<file path="src/logic/asr_defs.svh">
// asr_defs.svh: addresses, field positions and reset values of the
// alert cause and pin routing registers.
// assumes: included by bare name from the package and design files.
`ifndef ASR_DEFS_SVH
`define ASR_DEFS_SVH

// register addresses on the device's register port
`define ASR_ADDR_W 8
`define ASR_ADDR_CAUSE 8'h26
`define ASR_ADDR_ROUTE 8'h27

// register width and field positions
`define ASR_REG_W 24
`define ASR_OC_HI 23
`define ASR_OC_LO 20
`define ASR_UC_HI 19
`define ASR_UC_LO 16
`define ASR_OV_HI 15
`define ASR_OV_LO 12
`define ASR_UV_HI 11
`define ASR_UV_LO 8
`define ASR_OP_HI 7
`define ASR_OP_LO 4
`define ASR_ACC_FULL_BIT 3
`define ASR_ACCUMULATION_COUNT_FLAG_BIT 2
`define ASR_CC_ROUTE_BIT 1

// implemented-bit masks and reset values
`define ASR_CAUSE_MASK 24'hff_fffc
`define ASR_ROUTE_MASK 24'hff_fffe
`define ASR_ROUTE_RESET 24'h00_0000
`define ASR_CAUSE_RESET 24'h00_0000
`define ASR_ZERO_WORD 24'h00_0000

`endif

</file>
<file path="src/logic/asr_pkg.sv">
// asr_pkg.sv: types shared by the alert cause and routing block.
// assumes: asr_defs.svh is on the include path.
`include "asr_defs.svh"

package asr_pkg;

  // one register access request, from the serial port logic
  typedef struct packed {
    logic [`ASR_ADDR_W-1:0] addr;
    logic wr;
    logic rd;
    logic [`ASR_REG_W-1:0] wdata;
  } asr_reg_req_t;

  // registered read answer
  typedef struct packed {
    logic [`ASR_REG_W-1:0] rdata;
    logic valid;
  } asr_reg_rsp_t;

  // comparator and accumulator conditions, channel 1 at the left
  typedef struct packed {
    logic [1:4] overcurrent;
    logic [1:4] undercurrent;
    logic [1:4] overvoltage;
    logic [1:4] undervoltage;
    logic [1:4] overpower;
    logic accumulator_full_flag;
    logic accumulation_count_flag;
  } asr_cond_t;

  // read-then-clear tracking states
  typedef enum logic [1:0] {
    ASR_ST_IDLE = 2'b01,
    ASR_ST_ARMED = 2'b10
  } asr_clr_state_t;

endpackage : asr_pkg

</file>
<file path="src/logic/asr_cause_flags.sv">
// asr_cause_flags.sv: sticky alert cause flags, updated at each
// conversion completion and cleared after a read plus one completion.
// assumes: conv_done and cause_read are one-cycle pulses on clock.
`include "asr_defs.svh"

module asr_cause_flags (
  input wire logic clock,
  input wire logic reset,
  input wire logic conv_done,
  input wire logic cause_read,
  input wire logic [`ASR_REG_W-1:0] cond,
  output logic [`ASR_REG_W-1:0] flags
);
  import asr_pkg::*;

  asr_clr_state_t state_r;
  asr_clr_state_t state_nxt;
  logic clear_now;

  // a read arms the clear; the next completion performs it
  always_comb begin
    state_nxt = state_r;
    case (state_r)
      ASR_ST_IDLE: begin
        if (cause_read) begin
          state_nxt = ASR_ST_ARMED;
        end
      end
      ASR_ST_ARMED: begin
        if (conv_done && !cause_read) begin
          state_nxt = ASR_ST_IDLE;
        end
      end
      default: begin
        state_nxt = ASR_ST_IDLE;
      end
    endcase
  end

  assign clear_now = conv_done && (state_r == ASR_ST_ARMED);

  // state register
  always_ff @(posedge clock or posedge reset) begin
    if (reset) begin
      state_r <= ASR_ST_IDLE;
    end else begin
      state_r <= state_nxt;
    end
  end

  // one flag per bit; a present condition keeps or sets it
  genvar i;
  generate
    for (i = 0; i < `ASR_REG_W; i = i + 1) begin : g_flag
      logic flag_r;
      logic flag_nxt;
      assign flag_nxt = conv_done ?
        ((flag_r && !clear_now) || cond[i]) : flag_r;
      always_ff @(posedge clock or posedge reset) begin
        if (reset) begin
          flag_r <= 1'b0;
        end else begin
          flag_r <= flag_nxt;
        end
      end
      assign flags[i] = flag_r;
    end
  endgenerate

endmodule : asr_cause_flags

</file>
<file path="src/logic/asr_alert_top.sv">
// asr_alert_top.sv: alert cause register, slow/alert pin routing
// register and the drive of the shared slow/alert pin.
// assumes: one 40 MHz clock; the serial port logic presents one
// register access at a time as a request struct; comparators, the
// alert enable register and the pin function setting are outside.
// the pin level here is active high; pad polarity is set outside.
// a cause read in the same cycle as a completion arms the clear for
// the following completion, so no trip is lost between read and clear.
// reads answer one cycle after the read strobe; writes have no answer.
`include "asr_defs.svh"

module asr_alert_top (
  input wire logic clock,
  input wire logic reset,
  input asr_pkg::asr_reg_req_t reg_req,
  output asr_pkg::asr_reg_rsp_t reg_rsp,
  input asr_pkg::asr_cond_t cond,
  input wire logic conv_done,
  input wire logic [`ASR_REG_W-1:0] alert_enable,
  input wire logic pin_is_alert,
  output logic slow_or_alert_pin
);
  import asr_pkg::*;

  // condition vector in register bit order
  logic [`ASR_REG_W-1:0] cond_vec;
  // register views and next values
  logic [`ASR_REG_W-1:0] cause_flags;
  logic [`ASR_REG_W-1:0] cause_view;
  logic [`ASR_REG_W-1:0] route_r;
  logic [`ASR_REG_W-1:0] route_nxt;
  logic [`ASR_REG_W-1:0] route_wdata;
  logic [`ASR_REG_W-1:0] active_vec;
  logic [`ASR_REG_W-1:0] read_mux;
  // request fields and decode strobes
  logic [`ASR_ADDR_W-1:0] req_addr;
  logic req_wr;
  logic req_rd;
  logic [`ASR_REG_W-1:0] req_wdata;
  logic hit_cause;
  logic hit_route;
  logic cause_read;
  logic route_write;
  // tripped sources per alert class
  logic [1:4] oc_tripped;
  logic [1:4] uc_tripped;
  logic [1:4] ov_tripped;
  logic [1:4] uv_tripped;
  logic [1:4] op_tripped;
  logic acc_full_tripped;
  logic accumulation_count_flag_tripped;
  // qualified sources and per-class hits
  logic [`ASR_REG_W-1:`ASR_CC_ROUTE_BIT] qual_vec;
  logic oc_hit;
  logic uc_hit;
  logic ov_hit;
  logic uv_hit;
  logic op_hit;
  logic acc_full_hit;
  logic accumulation_count_flag_hit;
  logic cc_hit;
  logic any_hit;
  // event flag, pin and answer next values
  logic cc_flag_r;
  logic cc_flag_nxt;
  logic cc_set;
  logic cc_clr;
  logic pin_nxt;
  asr_reg_rsp_t rsp_nxt;

  // pack the comparator conditions into the cause layout
  assign cond_vec[`ASR_OC_HI:`ASR_OC_LO] = cond.overcurrent;
  assign cond_vec[`ASR_UC_HI:`ASR_UC_LO] = cond.undercurrent;
  assign cond_vec[`ASR_OV_HI:`ASR_OV_LO] = cond.overvoltage;
  assign cond_vec[`ASR_UV_HI:`ASR_UV_LO] = cond.undervoltage;
  assign cond_vec[`ASR_OP_HI:`ASR_OP_LO] = cond.overpower;
  assign cond_vec[`ASR_ACC_FULL_BIT] = cond.accumulator_full_flag;
  assign cond_vec[`ASR_ACCUMULATION_COUNT_FLAG_BIT] =
    cond.accumulation_count_flag;
  assign cond_vec[`ASR_CC_ROUTE_BIT:0] = 2'b00;

  // sticky flags with read-then-completion clearing
  asr_cause_flags u_flags (
    .clock(clock),
    .reset(reset),
    .conv_done(conv_done),
    .cause_read(cause_read),
    .cond(cond_vec),
    .flags(cause_flags)
  );

  // unimplemented cause bits are forced to zero on read
  assign cause_view = cause_flags & `ASR_CAUSE_MASK;

  // request fields taken apart
  assign req_addr = reg_req.addr;
  assign req_wr = reg_req.wr;
  assign req_rd = reg_req.rd;
  assign req_wdata = reg_req.wdata;

  // address decode; a write to the cause register has no effect
  assign hit_cause = (req_addr == `ASR_ADDR_CAUSE);
  assign hit_route = (req_addr == `ASR_ADDR_ROUTE);
  assign cause_read = req_rd && hit_cause;
  assign route_write = req_wr && hit_route;

  // routing register: bit 0 is not implemented and stays zero
  assign route_wdata = req_wdata & `ASR_ROUTE_MASK;
  assign route_nxt = route_write ? route_wdata : route_r;

  // read data selection; unmapped addresses answer zero
  assign read_mux = hit_cause ? cause_view :
                    hit_route ? route_r : `ASR_ZERO_WORD;

  // answer data holds the last read value between reads
  assign rsp_nxt.rdata = req_rd ? read_mux : reg_rsp.rdata;
  assign rsp_nxt.valid = req_rd;

  // conversion-complete event: set by every completion, cleared by a
  // cause read; when both fall in one cycle the set wins
  assign cc_set = conv_done;
  assign cc_clr = cause_read;
  assign cc_flag_nxt = cc_set || (cc_flag_r && !cc_clr);

  // tripped sources per class, taken from the readable cause view
  // (the cause view already has bits 1 and 0 forced to zero)
  assign oc_tripped = cause_view[`ASR_OC_HI:`ASR_OC_LO];
  assign uc_tripped = cause_view[`ASR_UC_HI:`ASR_UC_LO];
  assign ov_tripped = cause_view[`ASR_OV_HI:`ASR_OV_LO];
  assign uv_tripped = cause_view[`ASR_UV_HI:`ASR_UV_LO];
  assign op_tripped = cause_view[`ASR_OP_HI:`ASR_OP_LO];
  assign acc_full_tripped = cause_view[`ASR_ACC_FULL_BIT];
  assign accumulation_count_flag_tripped = cause_view[`ASR_ACCUMULATION_COUNT_FLAG_BIT];

  // sources in routing layout; the completion event sits in bit 1
  assign active_vec = {oc_tripped, uc_tripped, ov_tripped, uv_tripped,
                       op_tripped, acc_full_tripped, accumulation_count_flag_tripped,
                       cc_flag_r, 1'b0};

  // a source counts only when tripped, routed and enabled; bit 0 is
  // not implemented in either register, so the loop starts at bit 1
  genvar b;
  generate
    for (b = `ASR_CC_ROUTE_BIT; b < `ASR_REG_W; b = b + 1) begin : g_qual
      assign qual_vec[b] = active_vec[b] && route_r[b] &&
        alert_enable[b];
    end
  endgenerate

  // per-class hits
  assign oc_hit = |qual_vec[`ASR_OC_HI:`ASR_OC_LO];
  assign uc_hit = |qual_vec[`ASR_UC_HI:`ASR_UC_LO];
  assign ov_hit = |qual_vec[`ASR_OV_HI:`ASR_OV_LO];
  assign uv_hit = |qual_vec[`ASR_UV_HI:`ASR_UV_LO];
  assign op_hit = |qual_vec[`ASR_OP_HI:`ASR_OP_LO];
  assign acc_full_hit = qual_vec[`ASR_ACC_FULL_BIT];
  assign accumulation_count_flag_hit = qual_vec[`ASR_ACCUMULATION_COUNT_FLAG_BIT];
  assign cc_hit = qual_vec[`ASR_CC_ROUTE_BIT];

  // any qualified class requests the pin
  assign any_hit = oc_hit || uc_hit || ov_hit || uv_hit || op_hit ||
    acc_full_hit || accumulation_count_flag_hit || cc_hit;

  // pin drive: in alert function only
  assign pin_nxt = pin_is_alert && any_hit;

  // routing register, reset to zero
  always_ff @(posedge clock or posedge reset) begin
    if (reset) begin
      route_r <= `ASR_ROUTE_RESET;
    end else begin
      route_r <= route_nxt;
    end
  end

  // conversion-complete event flag
  always_ff @(posedge clock or posedge reset) begin
    if (reset) begin
      cc_flag_r <= 1'b0;
    end else begin
      cc_flag_r <= cc_flag_nxt;
    end
  end

  // registered read answer
  always_ff @(posedge clock or posedge reset) begin
    if (reset) begin
      reg_rsp <= '0;
    end else begin
      reg_rsp <= rsp_nxt;
    end
  end

  // registered pin level
  always_ff @(posedge clock or posedge reset) begin
    if (reset) begin
      slow_or_alert_pin <= 1'b0;
    end else begin
      slow_or_alert_pin <= pin_nxt;
    end
  end

endmodule : asr_alert_top

</file>
<file path="config.mk">
export PLATFORM = sky130hd
export DESIGN_NAME = asr_alert_top
export DESIGN_NICKNAME = d
export VERILOG_FILES = /design/src/logic/asr_pkg.sv /design/src/logic/asr_cause_flags.sv /design/src/logic/asr_alert_top.sv
export VERILOG_INCLUDE_DIRS = /design/src /design/src/logic
export SDC_FILE = /design/constraint.sdc
export NUM_CORES = 1
export LEC_CHECK = 0
export ABC_AREA = 1
export BUFFER_PORTS_ARGS = -buffer_cell sky130_fd_sc_hd__buf_2
export CAP_MARGIN = 20
export CORE_MARGIN = 5
export CORE_UTILIZATION = 54
export DETAILED_ROUTE_END_ITERATION = 10
export PLACE_DENSITY = 0.86
export SLEW_MARGIN = 20
export SYNTH_ARGS = -nofsm -noshare
export SYNTH_HDL_FRONTEND = slang
export SYNTH_SLANG_ARGS = --single-unit
export TNS_END_PERCENT = 20
</file>
<file path="constraint.sdc">
create_clock -name clock -period 7.8 [get_ports clock]
set_clock_uncertainty 0.05 [all_clocks]
set_input_delay 2.34 -clock clock [delete_from_list [all_inputs] [get_ports clock]]
set_output_delay 2.34 -clock clock [all_outputs]
set_load 0.01 [all_outputs]
</file>
==> flow_metrics.tcl <==
set metrics [dict create \
    synth_edf_count 0 \
    worstHoldStart "reg_rsp[2]" \
    post_cts_buffers 0 \
    wirelength_mm 9.386 \
    holdBufCountCts 0 \
    path_clk_slew_ns 0.08 \
    syn_area_per_cell_um2 8.320 \
    antenna_found_initial 0 \
    slew_violations 0 \
    synth_area_um2 3253 \
    rrSetupSlack_ns 6.35 \
    grt_overflow 0 \
    drive_gt1_share_pct 26.76 \
    synth_top_area_share_pct 55.38 \
    final-setup-viol-count 0 \
    crit_fanout 25 \
    synth-seq-area-share_pct 56.19 \
    grt_max_degree 74 \
    io-pin-count 110 \
    post-route-drc-count 0 \
    io_buffer_count 106 \
    cts_resized 0 \
    antenna_left 0 \
    cts.htree.levels 3 \
    track_usage_pct 25.91 \
    routed_via_density 5.509 \
    dp.cells 556 \
    first_global_vias 3269 \
    synthTopCellsByArea "dfrtp_1 (55%), nand2_1 (15%), nand3_1 (7.1%)" \
    yosysTopAreaCell "dfrtp_1" \
    muxShareOfSynthArea_pct 0 \
    synth_xor_area_share_pct 0 \
    synthAdderAreaFrac_pct 0 \
    synth_compound_area_share_pct 7.231 \
    yosysMostFrequentCell "nand2_1" \
    synth_top_family_by_area "simple AND/OR/NAND/NOR gates" \
    ys.flop_type "dfrtp_1" \
    yosys.area_share.simple_pct 29.65 \
    slew_headroom_pct 38.72 \
    antenna-diode-count 0 \
    total_power_mw 0.7168 \
    hold_ws_ns 0.4419 \
    path_class "in2reg" \
    rsz0062_at_grt "false" \
    syn_nets 475 \
    grt_pass1_wl_mm 15.08 \
    critPathLaunchType "input port" \
    clk_latency_ns 0.34 \
    cap_viol_max_count 0 \
    dp_hpwl_mm 6.350 \
    clkSinkCount 73 \
    cts_made_buffers 9 \
    finalCriticalPeriod_ns 4.101 \
    tns_ns 0 \
    finalCritPeriodShare_pct 52.58 \
    layout_setup_ws_ns 3.699 \
    hold_viol_final 0 \
    root_buffer "clkbuf_8" \
    avgRoutedWirePerCell_um 16.41 \
    finalNetCount 576 \
    initial_core_util_pct 55.27 \
    hp-class "reg2reg" \
    async_flop_share_pct 100.0 \
    synth_cell_types 19 \
    place_congestion 0.8622 \
    instances_no_fill 572 \
    r2r_start "u_flags.state_r[0]" \
    postSynthCellCount 391 \
    die_height_um 87.62 \
    crit_required_ns 8.03 \
    max_freq_ghz 0.2438 \
    ys_warn_count 0 \
    area_growth_pct 22.62 \
    vdd_drop_max_v 0.00009692 \
    die_w_um 87.62 \
    cp.arrival_ns 4.33 \
    place_ws_ns 3.393 \
    drtIter0Drc 279 \
    cp-end-kind "flip-flop" \
    p_per_area_nw_per_um2 179.7 \
    vias 3151 \
    clockBufferDepth 2 \
    core_area_um2 5886 \
    dr.pass1.iters 5 \
    p_leak_nw 2.302 \
    ys_ff_latch 73 \
    dieArea_um2 7676 \
    tritoncts "built" \
    synth_common_cells "nand2_1 (128), dfrtp_1 (72), nand3_1 (46)" \
    tightest_slew_ns 0.9192 \
    outcome "complete, no violations" \
    startpoint "reg_req[29]" \
    fp-row-count 28 \
]
==> state kept, by name (all words and copies together), names as in the netlist <==
signal,cells
slow_or_alert_pin,1
u_flags.g_flag.flag_r,22
cc_flag_r,1
reg_rsp,24
u_flags.state_r,2
route_r,23
==> placed cells by master, fill, tap and decap left out, drive strengths merged <==
cell,instances
nor3,2
clkinv,3
inv,35
nand2,129
nand3,46
nor2,15
conb,1
buf,109
clkbuf,13
dfstp,1
a21oi,2
dfrtp,72
nand4,24
o21ai,45
==> final cells by class <==
type,instances,area [µm²]
Clock buffer,13,158.9
Inverter,35,131.4
Sequential cell,73,1828
Fill cell,498,1897
Multi-Input combinational cell,264,1209
Clock inverter,3,15.01
Timing Repair Buffer,109,553.0
Tap cell,75,93.84
==> worst max-delay path, stage by stage <==
cell	delay, ns
buf_2	0.09
inv_1	0.05
nand3_1	0.13
nor2_4	0.44
nand2_2	0.43
nor2_4	0.60
nand2_1	0.13
nand2_1	0.09
==> through the flow <==
step / cell area [µm²] / utilization [%]
after global routing: 3989 / 67.77
after global placement: 3815 / 64.82
after floorplan: 3253 / -
after CTS: 3989 / 67.77
after detailed placement: 3815 / 64.82
final: 3989 / 67.77
==> power breakdown <==
part | switching, mW | internal [mW] | total, mW
clock | 0.134 | 0.132 | 0.266
sequential | 0.00496 | 0.386 | 0.391
combinational | 0.0369 | 0.0234 | 0.0604
==> worst paths after layout <==
path | end | depth (start not counted)
worst max-delay path | route_r[1] | 8
worst min-delay path | reg_rsp[2] | 2
worst max register to register | u_flags.g_flag[12].flag_r | 3
worst min register to register | reg_rsp[2] | 2
max in group asynchronous | u_flags.g_flag[9].flag_r | 3
min in group asynchronous | reg_rsp[5] | 3
==> cells by family after synthesis <==
kind of cell	count (synthesis)
and+or+nand+nor	216
AOI/OAI and AO/OA	47
other	1
buffers and inverters	54
DFF	73
==> per-layer routing <==
layer  up-vias  track usage, %  part of all wire, %
met5         -               0                    0
li1       1476               -                    -
met2       204           43.01                   50
met1      1447           32.57                   38
met3        24           4.327                  9.0
met4         0           13.67                  2.4
(Power assumes the default switching activity.)
